### src/pkg/trip_pkg.sv
// constants shared by the overcurrent trip qualifier and its submodules
package trip_pkg;

    // ------------------------------------------------------------------
    // sizes
    // ------------------------------------------------------------------
    localparam int CUR_W = 12;
    localparam int DIV_W = 16;
    localparam int CNT_W = 8;
    localparam int PHASES = 3;
    localparam int CHANNELS = 2 * PHASES;

    // ------------------------------------------------------------------
    // register byte offsets
    // ------------------------------------------------------------------
    localparam logic [7:0] OFS_CONTROL = 8'h00;
    localparam logic [7:0] OFS_STATUS = 8'h04;
    localparam logic [7:0] OFS_DIVIDER = 8'h08;
    localparam logic [7:0] OFS_WINDOW = 8'h0C;
    localparam logic [7:0] OFS_THRESH = 8'h10;
    localparam logic [7:0] OFS_LIMIT = 8'h14;

    // ------------------------------------------------------------------
    // field positions
    // ------------------------------------------------------------------
    localparam int CTL_CLEAR_BIT = 0;
    localparam int STS_TRIP_BIT = 0;
    localparam int STS_EXT_BIT = 1;
    localparam int STS_CMP_BIT = 2;
    localparam int LIM_POS_LSB = 0;
    localparam int LIM_NEG_LSB = 16;

    // ------------------------------------------------------------------
    // reset values
    // ------------------------------------------------------------------
    localparam int CODES_PER_AMP = 64;
    localparam int TRIP_AMPS = 8;
    localparam logic [CUR_W-1:0] LIMIT_RST =
        CUR_W'(TRIP_AMPS * CODES_PER_AMP);
    localparam logic [DIV_W-1:0] DIVIDER_RST = 16'h0009;
    localparam logic [CNT_W-1:0] WINDOW_RST = 8'h08;
    localparam logic [CNT_W-1:0] THRESH_RST = 8'h05;

    // ------------------------------------------------------------------
    // axi responses
    // ------------------------------------------------------------------
    localparam logic [1:0] RESP_OKAY = 2'h0;
    localparam logic [1:0] RESP_SLVERR = 2'h2;

    // zero is treated as one so a window or threshold never degenerates
    function automatic logic [CNT_W-1:0] at_least_one(
        input logic [CNT_W-1:0] v);
        at_least_one = (v == '0) ? CNT_W'(1) : v;
    endfunction : at_least_one

endpackage : trip_pkg

### src/core/level_comparator.sv
// digital window comparator for one sensed phase current
`timescale 1ns/1ps
`default_nettype none

module level_comparator #(
    parameter int W = trip_pkg::CUR_W
) (
    // clock and reset
    input wire logic aclk,
    input wire logic aresetn,
    // sensed current and references
    input wire logic signed [W-1:0] current,
    input wire logic [W-1:0] pos_ref,
    input wire logic [W-1:0] neg_ref,
    // raw protection signals
    output logic raw_pos,
    output logic raw_neg
);

    logic signed [W:0] cur_x;
    logic signed [W:0] pos_x;
    logic signed [W:0] neg_x;

    assign cur_x = {current[W-1], current};
    assign pos_x = {1'b0, pos_ref};
    assign neg_x = -{1'b0, neg_ref};

    always_ff @(posedge aclk) begin
        if (!aresetn) begin
            raw_pos <= 1'b0;
            raw_neg <= 1'b0;
        end else begin
            raw_pos <= cur_x > pos_x;
            raw_neg <= cur_x < neg_x;
        end
    end

    AST_RAW_NEG: assert property (@(posedge aclk) disable iff (!aresetn)
        (cur_x < neg_x) |=> raw_neg)
        else $error("negative excursion did not raise raw signal");

endmodule : level_comparator

`default_nettype wire

### src/core/window_qualifier.sv
// counts sampled hits of one raw signal within a sample window
`timescale 1ns/1ps
`default_nettype none

module window_qualifier #(
    parameter int CW = trip_pkg::CNT_W
) (
    // clock and reset
    input wire logic aclk,
    input wire logic aresetn,
    // sampling
    input wire logic sample_tick,
    input wire logic raw,
    input wire logic [CW-1:0] window_len,
    input wire logic [CW-1:0] threshold,
    // one-cycle pulse on qualification
    output logic qualified
);

    logic [CW-1:0] smp_cnt_r;
    logic [CW-1:0] hits_r;
    logic [CW-1:0] hits_nxt;
    logic [CW-1:0] win;
    logic [CW-1:0] thr;
    logic last;

    assign win = trip_pkg::at_least_one(window_len);
    assign thr = trip_pkg::at_least_one(threshold);
    assign hits_nxt = hits_r + CW'(raw);
    assign last = (smp_cnt_r + CW'(1)) >= win;

    // window bookkeeping; the window restarts after its last sample
    always_ff @(posedge aclk) begin
        if (!aresetn) begin
            smp_cnt_r <= '0;
            hits_r <= '0;
        end else if (sample_tick) begin
            smp_cnt_r <= last ? '0 : smp_cnt_r + CW'(1);
            hits_r <= last ? '0 : hits_nxt;
        end
    end

    always_ff @(posedge aclk) begin
        if (!aresetn) begin
            qualified <= 1'b0;
        end else begin
            qualified <= sample_tick && raw && (hits_nxt >= thr);
        end
    end

    AST_QUAL_COUNT: assert property (@(posedge aclk) disable iff (!aresetn)
        qualified |-> $past(hits_r) + CW'(1) >= $past(thr))
        else $error("qualified with too few hits");

    AST_WIN_BOUND: assert property (@(posedge aclk) disable iff (!aresetn)
        $past(sample_tick) && $past(last) |-> smp_cnt_r == '0)
        else $error("sample window did not restart");

endmodule : window_qualifier

`default_nettype wire

### src/core/overcurrent_trip_qualifier.sv
// overcurrent trip path: comparators, qualifiers, trip latch, axi4-lite
//
// The register addresses and the AXI4-Lite register port were decided locally.
`timescale 1ns/1ps
`default_nettype none

// Overview of operation
// - separate positive and negative comparator references
// - raw signal asserts when current crosses reference
// - sample raw signals, count hits per window
// - sample rate from clock via programmable divider
// - window length in samples is programmable
// - programmable hit threshold qualifies overcurrent
// - one limit serves shunt and hall sensors
// - qualified overcurrent sets readable trip flag
// - writing one clears trip, pwm resumes
// - reset limit trips at eight amps
// - external shutdown input forces the trip
module overcurrent_trip_qualifier #(
    parameter int CW = trip_pkg::CUR_W,
    parameter logic PWM_INACTIVE = 1'b0
) (
    // clock and reset
    input wire logic aclk,
    input wire logic aresetn,
    // axi4-lite write address
    input wire logic awvalid,
    output logic awready,
    input wire logic [7:0] awaddr,
    // axi4-lite write data
    input wire logic wvalid,
    output logic wready,
    input wire logic [31:0] wdata,
    input wire logic [3:0] wstrb,
    // axi4-lite write response
    output logic bvalid,
    input wire logic bready,
    output logic [1:0] bresp,
    // axi4-lite read address
    input wire logic arvalid,
    output logic arready,
    input wire logic [7:0] araddr,
    // axi4-lite read data
    output logic rvalid,
    input wire logic rready,
    output logic [31:0] rdata,
    output logic [1:0] rresp,
    // sensed phase currents, phase a in the low bits
    input wire logic [trip_pkg::PHASES*CW-1:0] shunt_current,
    input wire logic [trip_pkg::PHASES*CW-1:0] hall_current,
    // external shutdown
    input wire logic ext_shutdown,
    // pwm from the generator
    input wire logic [trip_pkg::PHASES-1:0] pwm_high_in,
    input wire logic [trip_pkg::PHASES-1:0] pwm_low_in,
    // pwm to the inverter and trip status
    output logic [trip_pkg::PHASES-1:0] pwm_high_out,
    output logic [trip_pkg::PHASES-1:0] pwm_low_out,
    output logic overcurrent_trip_flag
);

    localparam int NCH = trip_pkg::CHANNELS;
    localparam int DW = trip_pkg::DIV_W;
    localparam int NW = trip_pkg::CNT_W;

    // ------------------------------------------------------------------
    // configuration registers
    // ------------------------------------------------------------------
    logic [DW-1:0] filter_sample_divider_r;
    logic [NW-1:0] qualify_window_length_r;
    logic [NW-1:0] qualify_threshold_r;
    logic [CW-1:0] limit_pos_r;
    logic [CW-1:0] limit_neg_r;

    // ------------------------------------------------------------------
    // bus slave state
    // ------------------------------------------------------------------
    logic aw_held_r;
    logic w_held_r;
    logic [7:0] waddr_r;
    logic [31:0] wdata_r;
    logic [3:0] wstrb_r;
    logic do_write;
    logic trip_clear_request;

    assign do_write = aw_held_r && w_held_r && !bvalid;
    assign trip_clear_request = do_write &&
        waddr_r == trip_pkg::OFS_CONTROL &&
        wstrb_r[0] && wdata_r[trip_pkg::CTL_CLEAR_BIT];

    // address and data are accepted in either order, one write at a time
    always_ff @(posedge aclk) begin
        if (!aresetn) begin
            awready <= 1'b1;
            aw_held_r <= 1'b0;
            waddr_r <= 8'h00;
        end else if (awvalid && awready) begin
            awready <= 1'b0;
            aw_held_r <= 1'b1;
            waddr_r <= awaddr;
        end else if (bvalid && bready) begin
            awready <= 1'b1;
        end else if (do_write) begin
            aw_held_r <= 1'b0;
        end
    end

    always_ff @(posedge aclk) begin
        if (!aresetn) begin
            wready <= 1'b1;
            w_held_r <= 1'b0;
            wdata_r <= 32'h0000_0000;
            wstrb_r <= 4'h0;
        end else if (wvalid && wready) begin
            wready <= 1'b0;
            w_held_r <= 1'b1;
            wdata_r <= wdata;
            wstrb_r <= wstrb;
        end else if (bvalid && bready) begin
            wready <= 1'b1;
        end else if (do_write) begin
            w_held_r <= 1'b0;
        end
    end

    always_ff @(posedge aclk) begin
        if (!aresetn) begin
            bvalid <= 1'b0;
            bresp <= trip_pkg::RESP_OKAY;
        end else if (do_write) begin
            bvalid <= 1'b1;
            unique case (waddr_r)
                trip_pkg::OFS_CONTROL, trip_pkg::OFS_STATUS,
                trip_pkg::OFS_DIVIDER, trip_pkg::OFS_WINDOW,
                trip_pkg::OFS_THRESH, trip_pkg::OFS_LIMIT:
                    bresp <= trip_pkg::RESP_OKAY;
                default: bresp <= trip_pkg::RESP_SLVERR;
            endcase
        end else if (bvalid && bready) begin
            bvalid <= 1'b0;
        end
    end

    // lanes are honoured per field; status is read-only
    always_ff @(posedge aclk) begin
        if (!aresetn) begin
            filter_sample_divider_r <= trip_pkg::DIVIDER_RST;
            qualify_window_length_r <= trip_pkg::WINDOW_RST;
            qualify_threshold_r <= trip_pkg::THRESH_RST;
            limit_pos_r <= trip_pkg::LIMIT_RST;
            limit_neg_r <= trip_pkg::LIMIT_RST;
        end else if (do_write) begin
            unique case (waddr_r)
                trip_pkg::OFS_DIVIDER: begin
                    if (wstrb_r[0]) begin
                        filter_sample_divider_r[7:0] <= wdata_r[7:0];
                    end
                    if (wstrb_r[1]) begin
                        filter_sample_divider_r[15:8] <= wdata_r[15:8];
                    end
                end
                trip_pkg::OFS_WINDOW: begin
                    if (wstrb_r[0]) qualify_window_length_r <= wdata_r[7:0];
                end
                trip_pkg::OFS_THRESH: begin
                    if (wstrb_r[0]) qualify_threshold_r <= wdata_r[7:0];
                end
                trip_pkg::OFS_LIMIT: begin
                    if (&wstrb_r[1:0]) begin
                        limit_pos_r <=
                            wdata_r[trip_pkg::LIM_POS_LSB +: CW];
                    end
                    if (&wstrb_r[3:2]) begin
                        limit_neg_r <=
                            wdata_r[trip_pkg::LIM_NEG_LSB +: CW];
                    end
                end
                default: begin
                end
            endcase
        end
    end

    // ------------------------------------------------------------------
    // read channel
    // ------------------------------------------------------------------
    logic ext_cause_r;
    logic cmp_cause_r;

    always_ff @(posedge aclk) begin
        if (!aresetn) begin
            arready <= 1'b1;
            rvalid <= 1'b0;
            rdata <= 32'h0000_0000;
            rresp <= trip_pkg::RESP_OKAY;
        end else if (arvalid && arready) begin
            arready <= 1'b0;
            rvalid <= 1'b1;
            rdata <= 32'h0000_0000;
            rresp <= trip_pkg::RESP_OKAY;
            unique case (araddr)
                trip_pkg::OFS_CONTROL: rdata <= 32'h0000_0000;
                trip_pkg::OFS_STATUS: begin
                    rdata[trip_pkg::STS_TRIP_BIT] <=
                        overcurrent_trip_flag;
                    rdata[trip_pkg::STS_EXT_BIT] <= ext_cause_r;
                    rdata[trip_pkg::STS_CMP_BIT] <= cmp_cause_r;
                end
                trip_pkg::OFS_DIVIDER: begin
                    rdata[DW-1:0] <= filter_sample_divider_r;
                end
                trip_pkg::OFS_WINDOW: rdata[NW-1:0] <= qualify_window_length_r;
                trip_pkg::OFS_THRESH: rdata[NW-1:0] <= qualify_threshold_r;
                trip_pkg::OFS_LIMIT: begin
                    rdata[trip_pkg::LIM_POS_LSB +: CW] <= limit_pos_r;
                    rdata[trip_pkg::LIM_NEG_LSB +: CW] <= limit_neg_r;
                end
                default: rresp <= trip_pkg::RESP_SLVERR;
            endcase
        end else if (rvalid && rready) begin
            rvalid <= 1'b0;
            arready <= 1'b1;
        end
    end

    // ------------------------------------------------------------------
    // sample prescaler
    // ------------------------------------------------------------------
    logic [DW-1:0] div_cnt_r;
    logic sample_tick_r;

    // a tick every divider+1 clocks; divider zero samples every clock
    always_ff @(posedge aclk) begin
        if (!aresetn) begin
            div_cnt_r <= '0;
            sample_tick_r <= 1'b0;
        end else if (div_cnt_r >= filter_sample_divider_r) begin
            div_cnt_r <= '0;
            sample_tick_r <= 1'b1;
        end else begin
            div_cnt_r <= div_cnt_r + DW'(1);
            sample_tick_r <= 1'b0;
        end
    end

    // ------------------------------------------------------------------
    // comparators and qualifiers, shunt channels first then hall
    // ------------------------------------------------------------------
    logic [NCH*CW-1:0] all_current;
    logic [NCH-1:0] raw_pos;
    logic [NCH-1:0] raw_neg;
    logic [NCH-1:0] qual_pos;
    logic [NCH-1:0] qual_neg;
    logic any_qualified;

    assign all_current = {hall_current, shunt_current};
    assign any_qualified = |{qual_pos, qual_neg};

    for (genvar ch = 0; ch < NCH; ch++) begin : g_chan
        level_comparator #(.W(CW)) u_cmp (
            .aclk(aclk),
            .aresetn(aresetn),
            .current(all_current[ch*CW +: CW]),
            .pos_ref(limit_pos_r),
            .neg_ref(limit_neg_r),
            .raw_pos(raw_pos[ch]),
            .raw_neg(raw_neg[ch])
        );
        window_qualifier #(.CW(NW)) u_qpos (
            .aclk(aclk),
            .aresetn(aresetn),
            .sample_tick(sample_tick_r),
            .raw(raw_pos[ch]),
            .window_len(qualify_window_length_r),
            .threshold(qualify_threshold_r),
            .qualified(qual_pos[ch])
        );
        window_qualifier #(.CW(NW)) u_qneg (
            .aclk(aclk),
            .aresetn(aresetn),
            .sample_tick(sample_tick_r),
            .raw(raw_neg[ch]),
            .window_len(qualify_window_length_r),
            .threshold(qualify_threshold_r),
            .qualified(qual_neg[ch])
        );
    end

    // ------------------------------------------------------------------
    // trip latch and pwm gating
    // ------------------------------------------------------------------
    logic trip_set;
    logic trip_nxt;

    assign trip_set = any_qualified || ext_shutdown;
    // a new event in the clearing cycle wins over the clear
    assign trip_nxt = trip_set ||
        (overcurrent_trip_flag && !trip_clear_request);

    always_ff @(posedge aclk) begin
        if (!aresetn) begin
            overcurrent_trip_flag <= 1'b0;
        end else begin
            overcurrent_trip_flag <= trip_nxt;
        end
    end

    always_ff @(posedge aclk) begin
        if (!aresetn) begin
            ext_cause_r <= 1'b0;
            cmp_cause_r <= 1'b0;
        end else begin
            ext_cause_r <= ext_shutdown ||
                (ext_cause_r && !trip_clear_request);
            cmp_cause_r <= any_qualified ||
                (cmp_cause_r && !trip_clear_request);
        end
    end

    // gated on the next trip state so outputs drop with the flag
    always_ff @(posedge aclk) begin
        if (!aresetn) begin
            pwm_high_out <= {trip_pkg::PHASES{PWM_INACTIVE}};
            pwm_low_out <= {trip_pkg::PHASES{PWM_INACTIVE}};
        end else if (trip_nxt) begin
            pwm_high_out <= {trip_pkg::PHASES{PWM_INACTIVE}};
            pwm_low_out <= {trip_pkg::PHASES{PWM_INACTIVE}};
        end else begin
            pwm_high_out <= pwm_high_in;
            pwm_low_out <= pwm_low_in;
        end
    end

    // ------------------------------------------------------------------
    // checks
    // ------------------------------------------------------------------
    AST_TRIP_LATCH: assert property (@(posedge aclk) disable iff (!aresetn)
        overcurrent_trip_flag && !trip_clear_request
        |=> overcurrent_trip_flag)
        else $error("trip flag dropped without clear");

    AST_PWM_OFF: assert property (@(posedge aclk) disable iff (!aresetn)
        overcurrent_trip_flag |-> (pwm_high_out ==
        {trip_pkg::PHASES{PWM_INACTIVE}} && pwm_low_out ==
        {trip_pkg::PHASES{PWM_INACTIVE}}))
        else $error("pwm active while tripped");

    AST_EXT_TRIP: assert property (@(posedge aclk) disable iff (!aresetn)
        ext_shutdown |=> overcurrent_trip_flag && ext_cause_r)
        else $error("external shutdown did not trip");

    AST_QUAL_TRIP: assert property (@(posedge aclk) disable iff (!aresetn)
        any_qualified |=> overcurrent_trip_flag && cmp_cause_r)
        else $error("qualified overcurrent did not trip");

    AST_CLEAR: assert property (@(posedge aclk) disable iff (!aresetn)
        trip_clear_request && !trip_set |=> !overcurrent_trip_flag)
        else $error("clear did not release trip");

    AST_RESUME: assert property (@(posedge aclk) disable iff (!aresetn)
        !overcurrent_trip_flag && $past(aresetn)
        |-> pwm_high_out == $past(pwm_high_in))
        else $error("pwm not resumed after clear");

    AST_TICK_GAP: assert property (@(posedge aclk) disable iff (!aresetn)
        sample_tick_r && filter_sample_divider_r != '0
        && $stable(filter_sample_divider_r) |=> !sample_tick_r)
        else $error("sample ticks too close");

    AST_RST_LIMIT: assert property (@(posedge aclk)
        $rose(aresetn) |-> limit_pos_r == trip_pkg::LIMIT_RST
        && limit_neg_r == trip_pkg::LIMIT_RST)
        else $error("limit not at default after reset");

endmodule : overcurrent_trip_qualifier

`default_nettype wire

### config.mk
export PLATFORM = sky130hd
export DESIGN_NAME = overcurrent_trip_qualifier
export DESIGN_NICKNAME = d
export VERILOG_FILES = /design/src/pkg/trip_pkg.sv /design/src/core/level_comparator.sv /design/src/core/window_qualifier.sv /design/src/core/overcurrent_trip_qualifier.sv
export SDC_FILE = /design/constraint.sdc
export NUM_CORES = 1
export LEC_CHECK = 0
export BUFFER_PORTS_ARGS = -buffer_cell sky130_fd_sc_hd__buf_2
export CAP_MARGIN = 20
export CELL_PAD_IN_SITES_DETAIL_PLACEMENT = 0
export CELL_PAD_IN_SITES_GLOBAL_PLACEMENT = 1
export CORE_MARGIN = 1.5
export CORE_UTILIZATION = 30
export CTS_CLUSTER_DIAMETER = 50
export CTS_CLUSTER_SIZE = 25
export DETAILED_ROUTE_END_ITERATION = 8
export PLACE_DENSITY_LB_ADDON = 0.1
export SLEW_MARGIN = 20
export SYNTH_ARGS = -nofsm -noshare
export SYNTH_HDL_FRONTEND = slang
export SYNTH_SLANG_ARGS = --single-unit
### constraint.sdc
create_clock -name aclk -period 3.7 [get_ports aclk]
set_clock_uncertainty 0.2 [all_clocks]
set_input_delay 0.185 -clock aclk [delete_from_list [all_inputs] [get_ports aclk]]
set_output_delay 0.185 -clock aclk [all_outputs]
set_load 0.05 [all_outputs]
* Word level (Yosys, flattened, before mapping)
Cells that the tools add are included.
Cells by class: add/sub/neg operators 26, magnitude comparators 37, eq/ne operators 12, multiplexer cells 47, bitwise gates (word level) 1, reduce and logical (&&, ||, !) cells 66
Operators by type and width (count):
- 8-bit 2-to-1 mux | 26
- 8-bit >= comparator | 24
- 8-bit by 1-bit adder with 8-bit output | 12
- 8-bit by 1-bit adder with 8-bit output, second input constant | 12
- 12-bit by 13-bit greater-than comparator with 1-bit output | 6
- 12-bit by 13-bit less-than comparator with 1-bit output | 6
- 1-bit logical AND | 37
- 8-bit by 4-bit == test with 1-bit output, second input constant | 4
- 8-bit by 5-bit == test with 1-bit output, second input constant | 4
- 8-bit logical NOT | 4
- 5-bit case mux with 4 select lines | 1
- 16-bit by 1-bit adder with 16-bit output, second input constant | 1
- 8-bit by 3-bit == test with 1-bit output, second input constant | 2
- 16-bit >= comparator | 1
- 3-bit case mux with 5 select lines | 1
- 1-bit 2-to-1 mux | 14
- 12-bit negator with 13-bit output | 1
- 12-bit 2-to-1 mux | 1
- 3-bit AND reduction | 4
- 2-bit nonzero test | 6
- 12-bit OR reduction | 1
- 6-bit OR reduction | 2
- 4-bit case mux with 2 select lines | 1
- 4-bit AND reduction | 2
- 9 further kinds | 16
Word-level totals: flip-flop bits (word level) 377

* Depth between registers and ports, before layout
word-level depth 9, gate-level depth with buffers 14

* Cells and area by module
A second synthesis with hierarchy kept.
Unflattened totals: cell total of the unflattened synthesis 3285, area total of the unflattened synthesis 26538.0 sq um
By module, submodules not included:
- window_qualifier | times used 12, cells each 157, area each 1253.7 sq um, sequential area each 340.3 sq um
- overcurrent_trip_qualifier | times used 1, cells each 747, area each 6463.7 sq um, sequential area each 3183.1 sq um
- level_comparator | times used 6, cells each 109, area each 838.3 sq um, sequential area each 40.0 sq um

* Least setup slack after synthesis
Ideal clock, no wire load.
path type flip-flop to flip-flop, start reg limit_neg_r[0], end reg g_chan[5].u_cmp.raw_neg, library setup time 0.061 ns, arrival 3.054 ns, path slack 0.386 ns, stages on the path, launching flop included 14, buffers on the path 1, clock period less this slack 3.314 ns, cell sequence dfxtp_1 inv_1 ha_1 clkbuf_1 xor2_1 ha_1 a21o_1 a31oi_1 o21ai_0 maj3_1 a311oi_1 nor3_1 a2111oi_0 a311o_1
Between the ends: word-level cells in the longest chain between the ends 2
RTL lines:
- start: declaration | RTL line overcurrent_trip_qualifier.sv:73 | logic [CW-1:0] limit_neg_r;
- start signal: assignment | RTL line overcurrent_trip_qualifier.sv:151 | limit_neg_r <= trip_pkg::LIMIT_RST;
- start signal: assignment | RTL line overcurrent_trip_qualifier.sv:174 | limit_neg_r <=
- 12-bit negator with 13-bit output | RTL line level_comparator.sv:26 | assign neg_x = -{1'b0, neg_ref};
- 12-bit by 13-bit less-than comparator with 1-bit output | RTL line level_comparator.sv:34 | raw_neg <= cur_x < neg_x;
- end signal: assignment | RTL line level_comparator.sv:34
- end: declaration | RTL line level_comparator.sv:17 | output logic raw_neg
No other way between the ends. A chain may end at the register's enable or synchronous reset.

* Worst setup path after layout
start reg limit_neg_r[0], end reg g_chan[2].u_cmp.raw_neg
Between the ends: word-level cells in the longest chain between the ends 2
RTL lines (RTL line):
- 12-bit negator with 13-bit output | level_comparator.sv:26
- 12-bit by 13-bit less-than comparator with 1-bit output | level_comparator.sv:34
- end signal: assignment | level_comparator.sv:34
- end: declaration | level_comparator.sv:17
No other way between the ends.

==> results.md <==
- Post-DP HPWL: between 50 and 60 mm
- Worst Hold Class: in2reg
- Max transition margin: between 30% and 40%
- Synth warn: 0
- R2R setup slack: between 200 and 250 ps
- Simple-gate area share of the yosys netlist: 19.3%
- Power per cell area: 372 mW/mm^2
- Max Clock Freq: about 290 MHz
- Hold path cells: 3
- Starting Density: about 30%
- Final routed DRC violation total: 0
- I/O pin total: 186
- Reg-to-reg startpoint: limit_neg_r[0]
- Setup_tns: 0 ps
- Crit Path Class: reg2reg
- Routability cong.: between 0.8 and 0.9
- Crit path DAT: roughly 3800 ps
- Vert. Die Dim: roughly 290 um
- Die area: roughly 0.08 mm^2
- Via-per-instance ratio: a little under 5
- Antenna viol nets, final: 0
- CP required: about 4000 ps
- Sequential fraction of the synthesis area: 31.4%
- Crit share post-route: a little over nine tenths
- Port bufs: ~180
- Row Count: ~100
- Worst hold path startpoint: arvalid
- Tightest Pin Transition: approximately 1000 ps
- Synth Area in Adders: a little under a fifth
- Worst setup EP type: flop
- Max FO, Critical Path: 12
- Final setup vio count: 0
- Avg Cell Area, Syn: 8.35 um^2
- CTS tree: done
- Post-Synthesis Cells: 2859
- Fin. Hold Viols: 0
- Die outline width: roughly 290 um
- Synth Cell Area: roughly 0.024 mm^2
- Leakage: around 13 nW
- Clock Tree Buf Depth: 3
- WHS Endpoint: arready
- CP Launch Type: flop
- Largest net degree at the start of global routing: 96
- Outcome: complete, no violations
- Final critical-path required period: 3480 ps
- Largest family of logic cells by synthesized area: simple AND/OR/NAND/NOR gates
- Post-Route Utilization: between 30% and 40%
- NumNets Final: around 3700
- Clock latency on the worst-skew pair: 610 ps
- Root Driver: clkbuf_16
- Portion of netlist area occupied by mux cells: under 10%
- Core footprint: slightly below 0.08 mm^2
- Global-route wire length before repair: roughly 120 mm
- DR iter-0 viols: 951
- Synth-to-Final Area Change: 24.0%
- H-Tree Depth: 3
- Worst-path clk slew: roughly 70 ps
- Antenna violations before repair: 5
- Unrepaired setup endpoints after global routing: no
- Cells after DPL: ~4000
- Slew Limit Fails: 0
- R2R Path End: g_chan[2].u_cmp.raw_neg
- Share of layout cells above drive strength 1: 12.8%
- FF+latch count, synth: 375
- FF-to-FF path depth: 10
- Grt ovf: 0
- Post-synth EDFFs: 0
- Vias in the first global route: 21300
- GRT Util Overall: 18.5%
- Finished Layout Cells: between 4000 and 5000
- Vias: approximately 21000
- Routed wire length: approximately 75 mm
- Maximum VDD drop: ~0.35 mV
- Pre-Repair DR Iteration Count: 5
- Netlist cell types: between 70 and 80
- Post-layout total power: between 10 and 15 mW
- Top_reg_cell synth: dfxtp_1
- WL per Instance: 17.6 um
- CTS buffer count: 68
- Compound-Gate Fraction of Synth Area: between 10% and 20%
- Total of max-cap violations: 0
- XOR/XNOR Fraction of Synth Area: 5.97%
- Async S/R FF share, synth: 0%
- Sink Count: 375
- CP Launch Point: limit_neg_r[0]
==> stage by stage <==
step | worst slack, ps | area, um^2 | hold slack, ps
2_1_floorplan | 386 | 23900 | 63.5
3_3_place_gp | 335 | 26100 | 219
3_5_place_dp | 360 | 26100 | 220
4_1_cts | 158 | 29600 | 17.7
5_1_grt | 9.83 | 29600 | 38.3
6_report | 215 | 29600 | 42.8
==> final cells by class <==
| class | count | area [um^2] |
|---|---|---|
| Sequential cell | 375 | 7510 |
| Fill cell | 8179 | 49300 |
| Clock buffer | 85 | 1870 |
| Clock inverter | 34 | 353 |
| Antenna cell | 4 | 10.0 |
| Multi-Input combinational cell | 2264 | 15500 |
| Timing Repair Buffer | 365 | 2640 |
| Tap cell | 1050 | 1310 |
| Inverter | 110 | 423 |
==> kinds of logic after synthesis <==
family                     Yosys count
AOI/OAI and AO/OA                  675
xor gates and xnor gates           161
adders and majority gates          366
buffers and inverters              225
DFF                                375
muxes                               57
other                                1
and+or+nand+nor                    999
==> layer usage <==
metal | wire [um] | global-route usage [%] | vias to the layer above
li1 | - | - | 10800
met1 | 34600 | 23.4 | 9958
met2 | 35600 | 31.5 | 340
met3 | 3040 | 3.67 | 133
met4 | 2190 | 6.12 | 2
met5 | 13 | 0 | -
==> critical path, stage by stage, from the launching register on <==
cell and delay [ps]:
dfxtp_1 360, buf_4 170, nor3_1 400, nand3_4 170
xnor2_2 810, a21o_2 250, a22o_1 120, maj3_1 150
nand3b_1 100, mux2i_1 70, dlygate4sd3_1 550
==> placed cells by master, fill, tap and decap left out, drive strengths merged, types with 13 or more instances in the layout <==
cell type    instances
a31oi               13
xnor2              102
o221ai              13
xor2                59
nand3               91
a21oi              287
nand2b              38
dlygate4sd3        121
clkbuf              85
a211oi              31
nand4               13
nand2              258
buf                244
mux2i               57
ha                 355
and3                23
o211a               17
o21ai               82
dfxtp              375
a22oi               61
inv                122
clkinv              14
nor3b               13
o21a                15
nor2               382
nor2b               41
nor3                39
a21o                68
nor4                35
o211ai              16
or2                 33
==> timing repair <==
action / CTS / global route
hold endpoints to repair: 84 / 0
buffers inserted: 0 / 1
hold buffers: 121 / 0
gates resized for setup: 0 / 5
setup endpoints to repair: 0 / 4
==> worst max-delay path by stage <==
stage / endpoint / slack [ps] / depth (start not counted)
2_1_floorplan: g_chan[5].u_cmp.raw_neg / 390 / 13
5_1_grt: g_chan[2].u_cmp.raw_neg / 10 / 12
4_1_cts: g_chan[2].u_cmp.raw_neg / 160 / 12
6_report: g_chan[2].u_cmp.raw_neg / 220 / 10
3_3_place_gp: g_chan[5].u_cmp.raw_neg / 340 / 12
3_5_place_dp: g_chan[5].u_cmp.raw_neg / 360 / 12
==> cell usage after synthesis (9+ instances only) <==
| cell type | number | area [um^2] |
|---|---|---|
| maj3_1 | 11 | 110 |
| or4_1 | 12 | 90.1 |
| o211ai_1 | 16 | 120 |
| xnor2_1 | 101 | 885 |
| and3_1 | 22 | 138 |
| nor2b_1 | 41 | 257 |
| o221ai_1 | 13 | 114 |
| a21oi_1 | 286 | 1430 |
| o32ai_1 | 12 | 105 |
| nand3_1 | 90 | 450 |
| a31oi_1 | 13 | 81.3 |
| nor2_1 | 382 | 1430 |
| xor2_1 | 58 | 508 |
| mux2i_1 | 57 | 571 |
| clkbuf_1 | 88 | 330 |
| nand2b_1 | 38 | 238 |
| nor3_1 | 39 | 195 |
| ha_1 | 355 | 4440 |
| a22oi_1 | 61 | 458 |
| buf_4 | 9 | 67.6 |
| a211oi_1 | 31 | 233 |
| nand4_1 | 13 | 81.3 |
| nor4_1 | 32 | 200 |
| o21ai_0 | 82 | 410 |
| o211a_1 | 17 | 170 |
| or2_2 | 32 | 200 |
| a21o_1 | 63 | 473 |
| o21a_1 | 15 | 113 |
| nor3b_1 | 13 | 97.6 |
| dfxtp_1 | 375 | 7510 |
| buf_2 | 9 | 45.0 |
| inv_1 | 108 | 405 |
| nand2_1 | 257 | 965 |
| o21bai_1 | 12 | 90.1 |
==> report_power, final <==
group	internal (mW)	switching [mW]
Clock	3.72	2.39
Combinational	0.326	0.436
Sequential	4.10	0.0593
Total	8.14	2.88
==> sequential cells by signal, indices dropped and copies added (netlist names), 8 cells and up <==
register and count:
g_chan.u_qneg.hits_r 48, div_cnt_r 16, qualify_window_length_r 8, g_chan.u_qpos.smp_cnt_r 48, rdata 28, g_chan.u_qneg.smp_cnt_r 48
qualify_threshold_r 8, filter_sample_divider_r 16, waddr_r 8, g_chan.u_qpos.hits_r 48, limit_neg_r 12, limit_pos_r 12
wdata_r 28
Note: power is estimated with default switching activity, not from simulation.
